===== config.mk =====
export PLATFORM = sky130hd
export DESIGN_NAME = pio_port
export DESIGN_NICKNAME = d
export VERILOG_FILES = /design/src/logic/pio_pkg.sv /design/src/logic/pio_filter.sv /design/src/logic/pio_port.sv
export VERILOG_INCLUDE_DIRS = /design/src /design/src/logic
export SDC_FILE = /design/constraint.sdc
export NUM_CORES = 1
export LEC_CHECK = 0
export BUFFER_PORTS_ARGS = -buffer_cell sky130_fd_sc_hd__buf_2
export CORE_AREA = 4 4 113 115
export CTS_CLUSTER_DIAMETER = 40
export DETAILED_ROUTE_END_ITERATION = 16
export DIE_AREA = 0 0 117 119
export PLACE_DENSITY = 0.72
export SLEW_MARGIN = 5
export SYNTH_ARGS = -nofsm -noshare
export SYNTH_HDL_FRONTEND = slang
export SYNTH_SLANG_ARGS = --single-unit

===== constraint.sdc =====
create_clock -name CLK_SYS -period 6.2 [get_ports CLK_SYS]
set_input_delay 0.31 -clock CLK_SYS [delete_from_list [all_inputs] [get_ports CLK_SYS]]
set_output_delay 0.31 -clock CLK_SYS [all_outputs]
set_load 0.03 [all_outputs]

===== src/logic/pio_params.svh =====
// Timing, reset and encoding constants for the pump user I/O port.
// Included by the design modules, not by the package; holds definitions only.
`ifndef PIO_PARAMS_SVH
`define PIO_PARAMS_SVH
`define PIO_CLK_HZ 10000000
`define PIO_MIN_PULSE_MS 100
`define PIO_ANALOG_CYCLE_MS 100
`define PIO_SETTLE_MS 250
`define PIO_MIN_PULSE_CYC ((`PIO_CLK_HZ / 1000) * `PIO_MIN_PULSE_MS)
`define PIO_ANALOG_CYCLE_CYC ((`PIO_CLK_HZ / 1000) * `PIO_ANALOG_CYCLE_MS)
`define PIO_DEF_CHAIN_ADDR 7'h01
`define PIO_FS_TOGGLE 2'h0
`define PIO_FS_RISE_START 2'h1
`define PIO_FS_FALL_START 2'h2
`define PIO_VALVE_MANUAL 1'h0
`define PIO_VALVE_AUTO 1'h1
`endif


===== src/logic/pio_pkg.sv =====
// Types shared by the pump user I/O port modules.
// Constants live in pio_params.svh.
package pio_pkg;
   typedef enum logic [2:0] {
      PIO_ST_IDLE = 3'b001,
      PIO_ST_INFUSE = 3'b010,
      PIO_ST_REFILL = 3'b100
   } pio_phase_type;

   typedef struct packed {
      logic rise;
      logic fall;
      logic level;
   } pio_edge_type;

   typedef struct packed {
      logic trig1;
      logic trig2;
      logic sync;
      logic dir;
      logic valve;
      logic run_n;
   } pio_out_type;
endpackage


===== src/logic/pio_filter.sv =====
// Glitch filter and edge detector for one port input.
// Input is synchronous to the clock; a level must hold for PULSE_CYC cycles to be accepted.
`timescale 1ns/1ps
`include "pio_params.svh"
module pio_filter #(
   parameter int PULSE_CYC = `PIO_MIN_PULSE_CYC
) (
   input wire logic clk, // System clock.
   input wire logic rst, // Synchronous reset, active high.
   input wire logic ce, // Clock enable.
   input wire logic din, // Raw input pin.
   output pio_pkg::pio_edge_type edge_o // Filtered level and one-cycle edge pulses.
);
   localparam int CW = $clog2(PULSE_CYC + 1);
   logic sync1_q;
   logic sync2_q;
   logic stable_q;
   logic [CW-1:0] cnt_q;

   // Inputs idle high through pull-ups, so reset to high avoids a false edge.
   always_ff @(posedge clk)
   begin
      if (rst)
      begin
         sync1_q <= 1'h1;
         sync2_q <= 1'h1;
      end
      else if (ce)
      begin
         sync1_q <= din;
         sync2_q <= sync1_q;
      end
   end

   always_ff @(posedge clk)
   begin
      if (rst)
      begin
         stable_q <= 1'h1;
         cnt_q <= '0;
         edge_o <= '{rise: 1'h0, fall: 1'h0, level: 1'h1};
      end
      else if (ce)
      begin
         edge_o.rise <= 1'h0;
         edge_o.fall <= 1'h0;
         if (sync2_q == stable_q)
         begin
            cnt_q <= '0;
         end
         else if (cnt_q == CW'(PULSE_CYC - 1))
         begin
            cnt_q <= '0;
            stable_q <= sync2_q;
            edge_o.rise <= sync2_q;
            edge_o.fall <= ~sync2_q;
         end
         else
         begin
            cnt_q <= cnt_q + CW'(1);
         end
         edge_o.level <= stable_q;
      end
   end
endmodule


===== src/logic/pio_port.sv =====
// Pump user I/O port: input edge decoding, output drivers and analog rate sampling.
// Assumes one 10 MHz system clock, synchronous inputs, and a pump core that consumes
// the command pulses and reports motion and phase changes.
`timescale 1ns/1ps
`include "pio_params.svh"
module pio_port #(
   parameter int PULSE_CYC = `PIO_MIN_PULSE_CYC,
   parameter int ANALOG_CYC = `PIO_ANALOG_CYCLE_CYC,
   parameter int RATE_W = 12,
   parameter int ADDR_W = 7
) (
   input wire logic CLK_SYS, // System clock, 10 MHz.
   input wire logic SYS_RST, // Synchronous reset, active high.
   input wire logic CE, // Clock enable; low freezes all state.
   input wire logic DIR_IN, // Direction control input pin.
   input wire logic EVT_IN, // Event trigger input pin.
   input wire logic FSW_IN, // Footswitch input pin.
   input wire logic [1:0] FSW_MODE, // Footswitch mode select.
   input wire logic VALVE_AUTO, // Valve toggles on each core direction change when high.
   input wire logic VALVE_SET, // Manual valve level pulse strobe.
   input wire logic VALVE_VAL, // Manual valve level.
   input wire logic TRIG_WR, // Method or serial write strobe for trigger outputs.
   input wire logic [1:0] TRIG_VAL, // Trigger output levels: bit 0 trigger 1, bit 1 trigger 2.
   input wire logic CORE_RUNNING, // Pump motor is running.
   input wire logic CORE_DIR_SET, // Core direction change pulse.
   input wire logic CORE_DIR_REFILL, // Direction requested by core, high for refill.
   input wire logic PHASE_START, // Core starts a motion phase, one-cycle pulse.
   input wire logic ANALOG_MODE, // Analog rate control mode enable.
   input wire logic [RATE_W-1:0] ANALOG_RATE, // Digitised analog rate input.
   input wire logic ADDR_WR, // Chain command address write strobe.
   input wire logic [ADDR_W-1:0] ADDR_VAL, // New chain address.
   output logic CMD_INFUSE, // Pulse: switch pump to infuse.
   output logic CMD_REFILL, // Pulse: switch pump to refill.
   output logic CMD_EVENT, // Pulse: program event for the method sequence.
   output logic CMD_RUN, // Pulse: start the pump.
   output logic CMD_STOP, // Pulse: stop the pump.
   output logic TRIG1_OUT, // Trigger 1 output pin.
   output logic TRIG2_OUT, // Trigger 2 output pin.
   output logic SYNC_OUT, // Sync output pin.
   output logic DIR_OUT, // Direction output pin, high for refill.
   output logic VALVE_OUT, // Valve output pin.
   output logic RUN_N_OUT, // Run indicator, low while running.
   output logic [RATE_W-1:0] RATE_OUT, // Sampled pump rate.
   output logic RATE_UPD, // Pulse: new rate sample taken.
   output logic [ADDR_W-1:0] CHAIN_ADDR // Current chain address.
);
   localparam int AW = $clog2(ANALOG_CYC + 1);
   pio_pkg::pio_edge_type dir_e;
   pio_pkg::pio_edge_type evt_e;
   pio_pkg::pio_edge_type fsw_e;
   pio_pkg::pio_out_type out_q;
   pio_pkg::pio_phase_type phase_q;
   logic refill_q;
   logic [AW-1:0] acnt_q;

   pio_filter #(.PULSE_CYC(PULSE_CYC)) u_dir (.clk(CLK_SYS), .rst(SYS_RST), .ce(CE), .din(DIR_IN), .edge_o(dir_e));
   pio_filter #(.PULSE_CYC(PULSE_CYC)) u_evt (.clk(CLK_SYS), .rst(SYS_RST), .ce(CE), .din(EVT_IN), .edge_o(evt_e));
   pio_filter #(.PULSE_CYC(PULSE_CYC)) u_fsw (.clk(CLK_SYS), .rst(SYS_RST), .ce(CE), .din(FSW_IN), .edge_o(fsw_e));

   always_ff @(posedge CLK_SYS)
   begin
      if (SYS_RST)
      begin
         CMD_INFUSE <= 1'h0;
         CMD_REFILL <= 1'h0;
         CMD_EVENT <= 1'h0;
      end
      else if (CE)
      begin
         CMD_INFUSE <= dir_e.rise;
         CMD_REFILL <= dir_e.fall;
         CMD_EVENT <= evt_e.fall;
      end
   end

   // Toggle mode consults the running flag so it stays in step with other start sources.
   always_ff @(posedge CLK_SYS)
   begin
      if (SYS_RST)
      begin
         CMD_RUN <= 1'h0;
         CMD_STOP <= 1'h0;
      end
      else if (CE)
      begin
         CMD_RUN <= 1'h0;
         CMD_STOP <= 1'h0;
         unique case (FSW_MODE)
            `PIO_FS_TOGGLE:
            begin
               CMD_RUN <= fsw_e.fall & ~CORE_RUNNING;
               CMD_STOP <= fsw_e.fall & CORE_RUNNING;
            end
            `PIO_FS_RISE_START:
            begin
               CMD_RUN <= fsw_e.rise;
               CMD_STOP <= fsw_e.fall;
            end
            `PIO_FS_FALL_START:
            begin
               CMD_RUN <= fsw_e.fall;
               CMD_STOP <= fsw_e.rise;
            end
            default:
            begin
               CMD_RUN <= 1'h0;
               CMD_STOP <= 1'h0;
            end
         endcase
      end
   end

   always_ff @(posedge CLK_SYS)
   begin
      if (SYS_RST)
      begin
         out_q.trig1 <= 1'h0;
         out_q.trig2 <= 1'h0;
      end
      else if (CE && TRIG_WR)
      begin
         out_q.trig1 <= TRIG_VAL[0];
         out_q.trig2 <= TRIG_VAL[1];
      end
   end

   always_ff @(posedge CLK_SYS)
   begin
      if (SYS_RST)
      begin
         refill_q <= 1'h0;
      end
      else if (CE && CORE_DIR_SET)
      begin
         refill_q <= CORE_DIR_REFILL;
      end
   end

   always_ff @(posedge CLK_SYS)
   begin
      if (SYS_RST)
      begin
         phase_q <= pio_pkg::PIO_ST_IDLE;
         out_q.sync <= 1'h0;
      end
      else if (CE && PHASE_START)
      begin
         unique case (refill_q)
            1'h0:
            begin
               phase_q <= pio_pkg::PIO_ST_INFUSE;
               out_q.sync <= 1'h1;
            end
            1'h1:
            begin
               phase_q <= pio_pkg::PIO_ST_REFILL;
               out_q.sync <= 1'h0;
            end
         endcase
      end
   end

   always_ff @(posedge CLK_SYS)
   begin
      if (SYS_RST)
      begin
         out_q.dir <= 1'h0;
         out_q.run_n <= 1'h1;
      end
      else if (CE)
      begin
         out_q.dir <= refill_q;
         out_q.run_n <= ~CORE_RUNNING;
      end
   end

   // A manual write wins over an automatic toggle in the same cycle.
   always_ff @(posedge CLK_SYS)
   begin
      if (SYS_RST)
      begin
         out_q.valve <= 1'h0;
      end
      else if (CE)
      begin
         if (VALVE_SET)
         begin
            out_q.valve <= VALVE_VAL;
         end
         else if (VALVE_AUTO == `PIO_VALVE_AUTO && CORE_DIR_SET && CORE_DIR_REFILL != refill_q)
         begin
            out_q.valve <= ~out_q.valve;
         end
      end
   end

   // The rate is only ever taken at the cycle boundary; a settle delay beyond that is the source's duty.
   always_ff @(posedge CLK_SYS)
   begin
      if (SYS_RST)
      begin
         acnt_q <= '0;
         RATE_OUT <= '0;
         RATE_UPD <= 1'h0;
      end
      else if (CE)
      begin
         RATE_UPD <= 1'h0;
         if (!ANALOG_MODE)
         begin
            acnt_q <= '0;
         end
         else if (acnt_q == AW'(ANALOG_CYC - 1))
         begin
            acnt_q <= '0;
            RATE_OUT <= ANALOG_RATE;
            RATE_UPD <= 1'h1;
         end
         else
         begin
            acnt_q <= acnt_q + AW'(1);
         end
      end
   end

   always_ff @(posedge CLK_SYS)
   begin
      if (SYS_RST)
      begin
         CHAIN_ADDR <= ADDR_W'(`PIO_DEF_CHAIN_ADDR);
      end
      else if (CE && ADDR_WR)
      begin
         CHAIN_ADDR <= ADDR_VAL;
      end
   end

   assign TRIG1_OUT = out_q.trig1;
   assign TRIG2_OUT = out_q.trig2;
   assign SYNC_OUT = out_q.sync;
   assign DIR_OUT = out_q.dir;
   assign VALVE_OUT = out_q.valve;
   assign RUN_N_OUT = out_q.run_n;
endmodule


# After elaboration in Yosys (flattened, before gate mapping)
# Cells that the tools add are included.
# word_totals
output_inout_bits	31
reg_bits	126
word_cells	92
input_bits	39
# op_classes
n_addsub	4
reduce_logical	13
n_eq_ne	10
mux	21
n_bitwise	11
# op_table
op	count
20-bit 2-to-1 mux	8
20-bit by 1-bit adder with 20-bit output (second input constant)	4
20-bit equality test (second input constant)	4
3-bit AND reduction	4
1-bit inverter	9
2-bit 2-to-1 mux	4
1-bit logical AND	6
1-bit 2-to-1 mux	6
1-bit one-hot mux with 3 select lines	2
1-bit equality test	3
1-bit bitwise AND	2
2-bit by 1-bit equality test with 1-bit output (second input constant)	1
2-bit equality test (second input constant)	1
2-bit logical NOT	1
1-bit one-hot mux with 2 select lines	1
2-bit AND reduction	1
2-bit nonzero test	1
1-bit != test	1

# Logic depth before layout (Yosys ltp)
# logic_depth
word_depth	4
depth_mapped	9
depth_no_buf	6

# By module
# From an unflattened synthesis, not the netlist that was laid out.
# hier_totals
hier_cells	787
hier_area_um2	6493.7
# modules_own_cells
mod	n_inst	cells_per_inst	area_per_inst_um2	seq_area_each_um2
pio_filter	3	165	1355.0	520.5
pio_port	1	292	2428.6	1041.0

# Least setup slack after synthesis
# No wires, ideal clock.
# synth_path
kind	reg-to-reg
from	register acnt_q[12]
to	register RATE_OUT[0]
n_path_buf	2
stages_incl_launch_ff	8
synth_period_minus_slack_ns	2.240
slack_ns	3.960
setup_time_ns	0.128
t_required_ns	6.072
t_arrival_ns	2.113
path_cell_list	dfxtp_1 > or4b_1 > or4_4 > or3_1 > buf_6 > buf_12 > mux2i_1 > nor2_1
# synth_between
elab_chain_len	2
# synth_lines
element	line	source
from (decl)	pio_port.sv:54	logic [AW-1:0] acnt_q;
from (signal assigned)	pio_port.sv:221	acnt_q <= acnt_q + AW'(1);
20-bit equality test	pio_port.sv:213	else if (acnt_q == AW'(ANALOG_CYC - 1))
3-bit AND reduction (no source line)	n/a	
to (signal assigned)	pio_port.sv:203	RATE_OUT <= '0;
to (signal assigned)	pio_port.sv:216	RATE_OUT <= ANALOG_RATE;
to (decl)	pio_port.sv:43	output logic [RATE_W-1:0] RATE_OUT,
# Every way passes these cells.
# A chain may end at the register's enable or synchronous reset.

# Worst setup path after layout
# layout_path
from	register u_dir.cnt_q[7]
to	register u_dir.cnt_q[4]
# layout_between
elab_chain_len	3
# layout_lines
element	line	source
from (decl)	pio_filter.sv:18	logic [CW-1:0] cnt_q;
from (signal assigned)	pio_filter.sv:60	cnt_q <= cnt_q + CW'(1);
20-bit equality test	pio_filter.sv:51	else if (cnt_q == CW'(PULSE_CYC - 1))
20-bit 2-to-1 mux	pio_filter.sv:51	
20-bit 2-to-1 mux	pio_filter.sv:47	if (sync2_q == stable_q)
# Every way passes these cells.

==> Implementation_results.wiki <==
{| class="wikitable"
! Metric !! Value
|-
| H-tree Lvls || 4
|-
| Via count of the first global-routing pass || between 4000 and 5000
|-
| CTS hold repair buffers || 0
|-
| Final critical-path required period || around 2600 ps
|-
| Initial drt markers || 447
|-
| RSZ-0062 raised after global routing || false
|-
| Arrival time of data at the critical path endpoint || ~2900 ps
|-
| Vert. Die Dim || roughly 120 µm
|-
| Max cap viols || 0
|-
| Floorplan Core Area || around 12000 µm²
|-
| Syn Std Cell Area || between 5000 and 6000 µm²
|-
| Final worst path period share || 41.23%
|-
| Worst slew pin tran || ~1200 ps
|-
| Post-route DRC violation count || 0
|-
| Hold Worst Slack || between 100 and 150 ps
|-
| Estimated wirelength of the detail-placed design || between 8 and 9 mm
|-
| CTS max path bufs || 2
|-
| Total Negative Setup Slacks || 0 ps
|-
| PnR Total Power || roughly 0.0019 W
|-
| CTS buffer count || 17
|-
| Leakage dissipation || between 2 and 3 nW
|-
| Crit-path slowest cell || or4b_2
|-
| Nets in the synthesized netlist || between 700 and 800
|-
| Average wire length per cell after detail routing || about 14 µm
|-
| Width of the die || ~120 µm
|-
| Number of buffer cells added on primary ports || slightly below 70
|-
| Number of detailed-route iterations in the first pass || 5
|-
| Most common cell after layout, fill and taps aside || dfxtp_1
|-
| Fraction of final layout cells with drive strength greater than 1 || around 15%
|-
| Post-Route WL || between 10 and 15 mm
|-
| Total power per unit cell area || 277.4 nW/µm²
|-
| Count of inserted antenna diode cells || 0
|-
| CTS tree || yes
|-
| Wire length of the first global-routing pass || 21.95 mm
|-
| Post-route cell area || 6805 µm²
|-
| Result of the run || finished, final reports clean
|-
| Filler cell count in the final layout || between 1000 and 1500
|-
| Inst Count DP || between 800 and 900
|-
| Area of the die || 13920 µm²
|-
| Initial antenna violation count || 0
|-
| Achievable clock frequency || 391.2 MHz
|-
| Sequential share of the synthesized area || 43.51%
|-
| Post-synth EDFFs || 0
|-
| Cell count after synthesis || between 600 and 700
|-
| Largest vdd supply drop || about 0.00019 V
|-
| Total number of placement rows || 40
|-
| Final Wtd Congestion || slightly below 0.8
|-
| Total global routing track utilization || about a fifth
|-
| Initial Utilization || approximately half
|-
| Max-slew headroom || between 20 and 25%
|-
| Dominant synthesized flop cell || dfxtp_1
|-
| Post-Synthesis Mean Instance Area || between 8 and 9 µm²
|-
| Ys Warns || 0
|-
| Worst EP required || ~6500 ps
|-
| Layout overhead on the synthesized area || 17.40%
|-
| Largest net degree at the start of global routing || 57
|-
| Max-slew violation count || 0
|-
| Cell variety after synth || 56
|-
| Via total after detailed routing || 5208
|-
| Delay of the slowest cell on the worst path || ~690 ps
|-
| Antenna viol nets, final || 0
|-
| CTS root buf || clkbuf_16
|-
| Setup violation total in the final timing report || 0
|-
| Category of the most critical setup path || flop to flop
|-
| Commonest non-fill, non-tap cells in the layout || dfxtp_1 (126), nand2_1 (83), buf_2 (69)
|-
| Total grt overflow || 0
|-
| Clk_skew || around 6.6 ps
|-
| Non-filler cells, final || 899
|-
| Cells along the critical path || or4b_2 > nor4b_1 > a211oi_2 > buf_4 > a21o_1 > a22o_1
|-
| Count of state elements after synthesis || between 100 and 150
|-
| Clock edge transition at the registers on the reported setup and hold paths || roughly 50 ps
|-
| Share of flip-flops with an asynchronous set or reset after synthesis || 0%
|-
| Total number of clock tree sinks || around 130
|-
| Later-pin clock latency in the skew report || around 400 ps
|-
| Cell Area, Placed || approximately 6200 µm²
|-
| Io pins || 70
|-
| Register-to-register path setup slack || ~3600 ps
|-
| Number of resized instances in the post-cts repair step || 0
|-
| Routed via count divided by cell count || about 5.8
|-
| Max FO, Critical Path || 30
|-
| Layout net count || between 700 and 800
|-
| Number of failing hold endpoints at the final stage || 0
|-
| Startpoint types || flop
|-
| Setup Fix Bufs, Post-CTS || 0
|-
| Crit end category || flop
|-
| Kind of path behind the tightest hold check || input pin to flop
|}
[metrics by stage]
stage	worst slack, ps	util, %
floorplan	3960	-
global placement	3409	52.57
detailed placement	3280	52.57
CTS	3617	57.62
global route	3332	57.62
finish	3644	57.62
[state kept, by name, indices dropped and copies added, names as in the netlist, 2 cells and up]
register / count
u_fsw.cnt_q: 20
CHAIN_ADDR: 7
u_dir.cnt_q: 20
u_evt.cnt_q: 20
u_dir.edge_o: 2
RATE_OUT: 12
acnt_q: 20
u_fsw.edge_o: 2
[layout make-up]
type | count | area, µm² | share of cell area [%]
multi-input combinational | 505 | 3060 | 44.97
sequential | 126 | 2522 | 37.07
clock buffer | 23 | 488.0 | 7.170
timing repair buffer | 75 | 390.4 | 5.736
tap | 147 | 183.9 | 2.703
clock inverter | 9 | 107.6 | 1.581
inverter | 14 | 52.55 | 0.7722
[cell families after synthesis]
family,share of synthesized area (%)
DFF,43.51
muxes,4.490
buffers and inverters,3.928
adders and majority gates,0.8634
and+or+nand+nor,25.73
AOI/OAI and AO/OA,16.04
xor gates and xnor gates,5.439
[critical path: cells and delay by family, from the launching register on]
family / cells / cell delay, ps
flip-flops: 1 / 340
AO/OA/AOI/OAI: 3 / 520
buffers and inverters: 1 / 270
AND/OR/NAND/NOR: 2 / 1320
[Yosys cell counts (5+ instances only)]
cell type    n  area [µm²]
a41oi_1      5       43.79
clkbuf_1    29       108.9
mux2i_1     26       260.3
xor2_1      16       140.1
nor4_1       7       43.79
and2_1       6       37.54
a22o_1      18       157.7
xnor2_1     20       175.2
nand2_1     83       311.6
nand3b_1     5       37.54
nand3_1     44       220.2
dfxtp_1    126        2522
or3_1        5       31.28
nand2b_1     7       43.79
nand4_1     24       150.1
a21o_1       7       52.55
o21ai_0     21       105.1
a31oi_1     27       168.9
and3_1      13       81.33
nor2_1      62       232.7
nor3_1      13       65.06
a21oi_1     41       205.2
inv_1       14       52.55
or4_1        6       45.04
[per-layer routing]
layer | GRT usage [%] | part of all wire [%] | vias up
li1 | - | - | 2596
met1 | 24.71 | 45 | 2475
met2 | 30.44 | 49 | 126
met3 | 6.098 | 5.2 | 11
met4 | 5.376 | 0.86 | 0
met5 | 0 | 0 | -
[power breakdown]
part           internal [W]  switching (W)
Clock              0.000634       0.000349
Sequential         0.000818     0.00000569
Combinational     0.0000276      0.0000535
Total               0.00148       0.000408
[worst paths after layout]
kind,cells after the start,startpoint,endpoint
setup / recovery,6,u_dir.cnt_q[7],u_dir.cnt_q[4]
hold / removal,3,EVT_IN,u_evt.sync1_q
setup reg to reg,6,u_dir.cnt_q[7],u_dir.cnt_q[4]
hold reg to reg,2,TRIG1_OUT,TRIG1_OUT
Note: power is estimated with default switching activity, not from simulation.
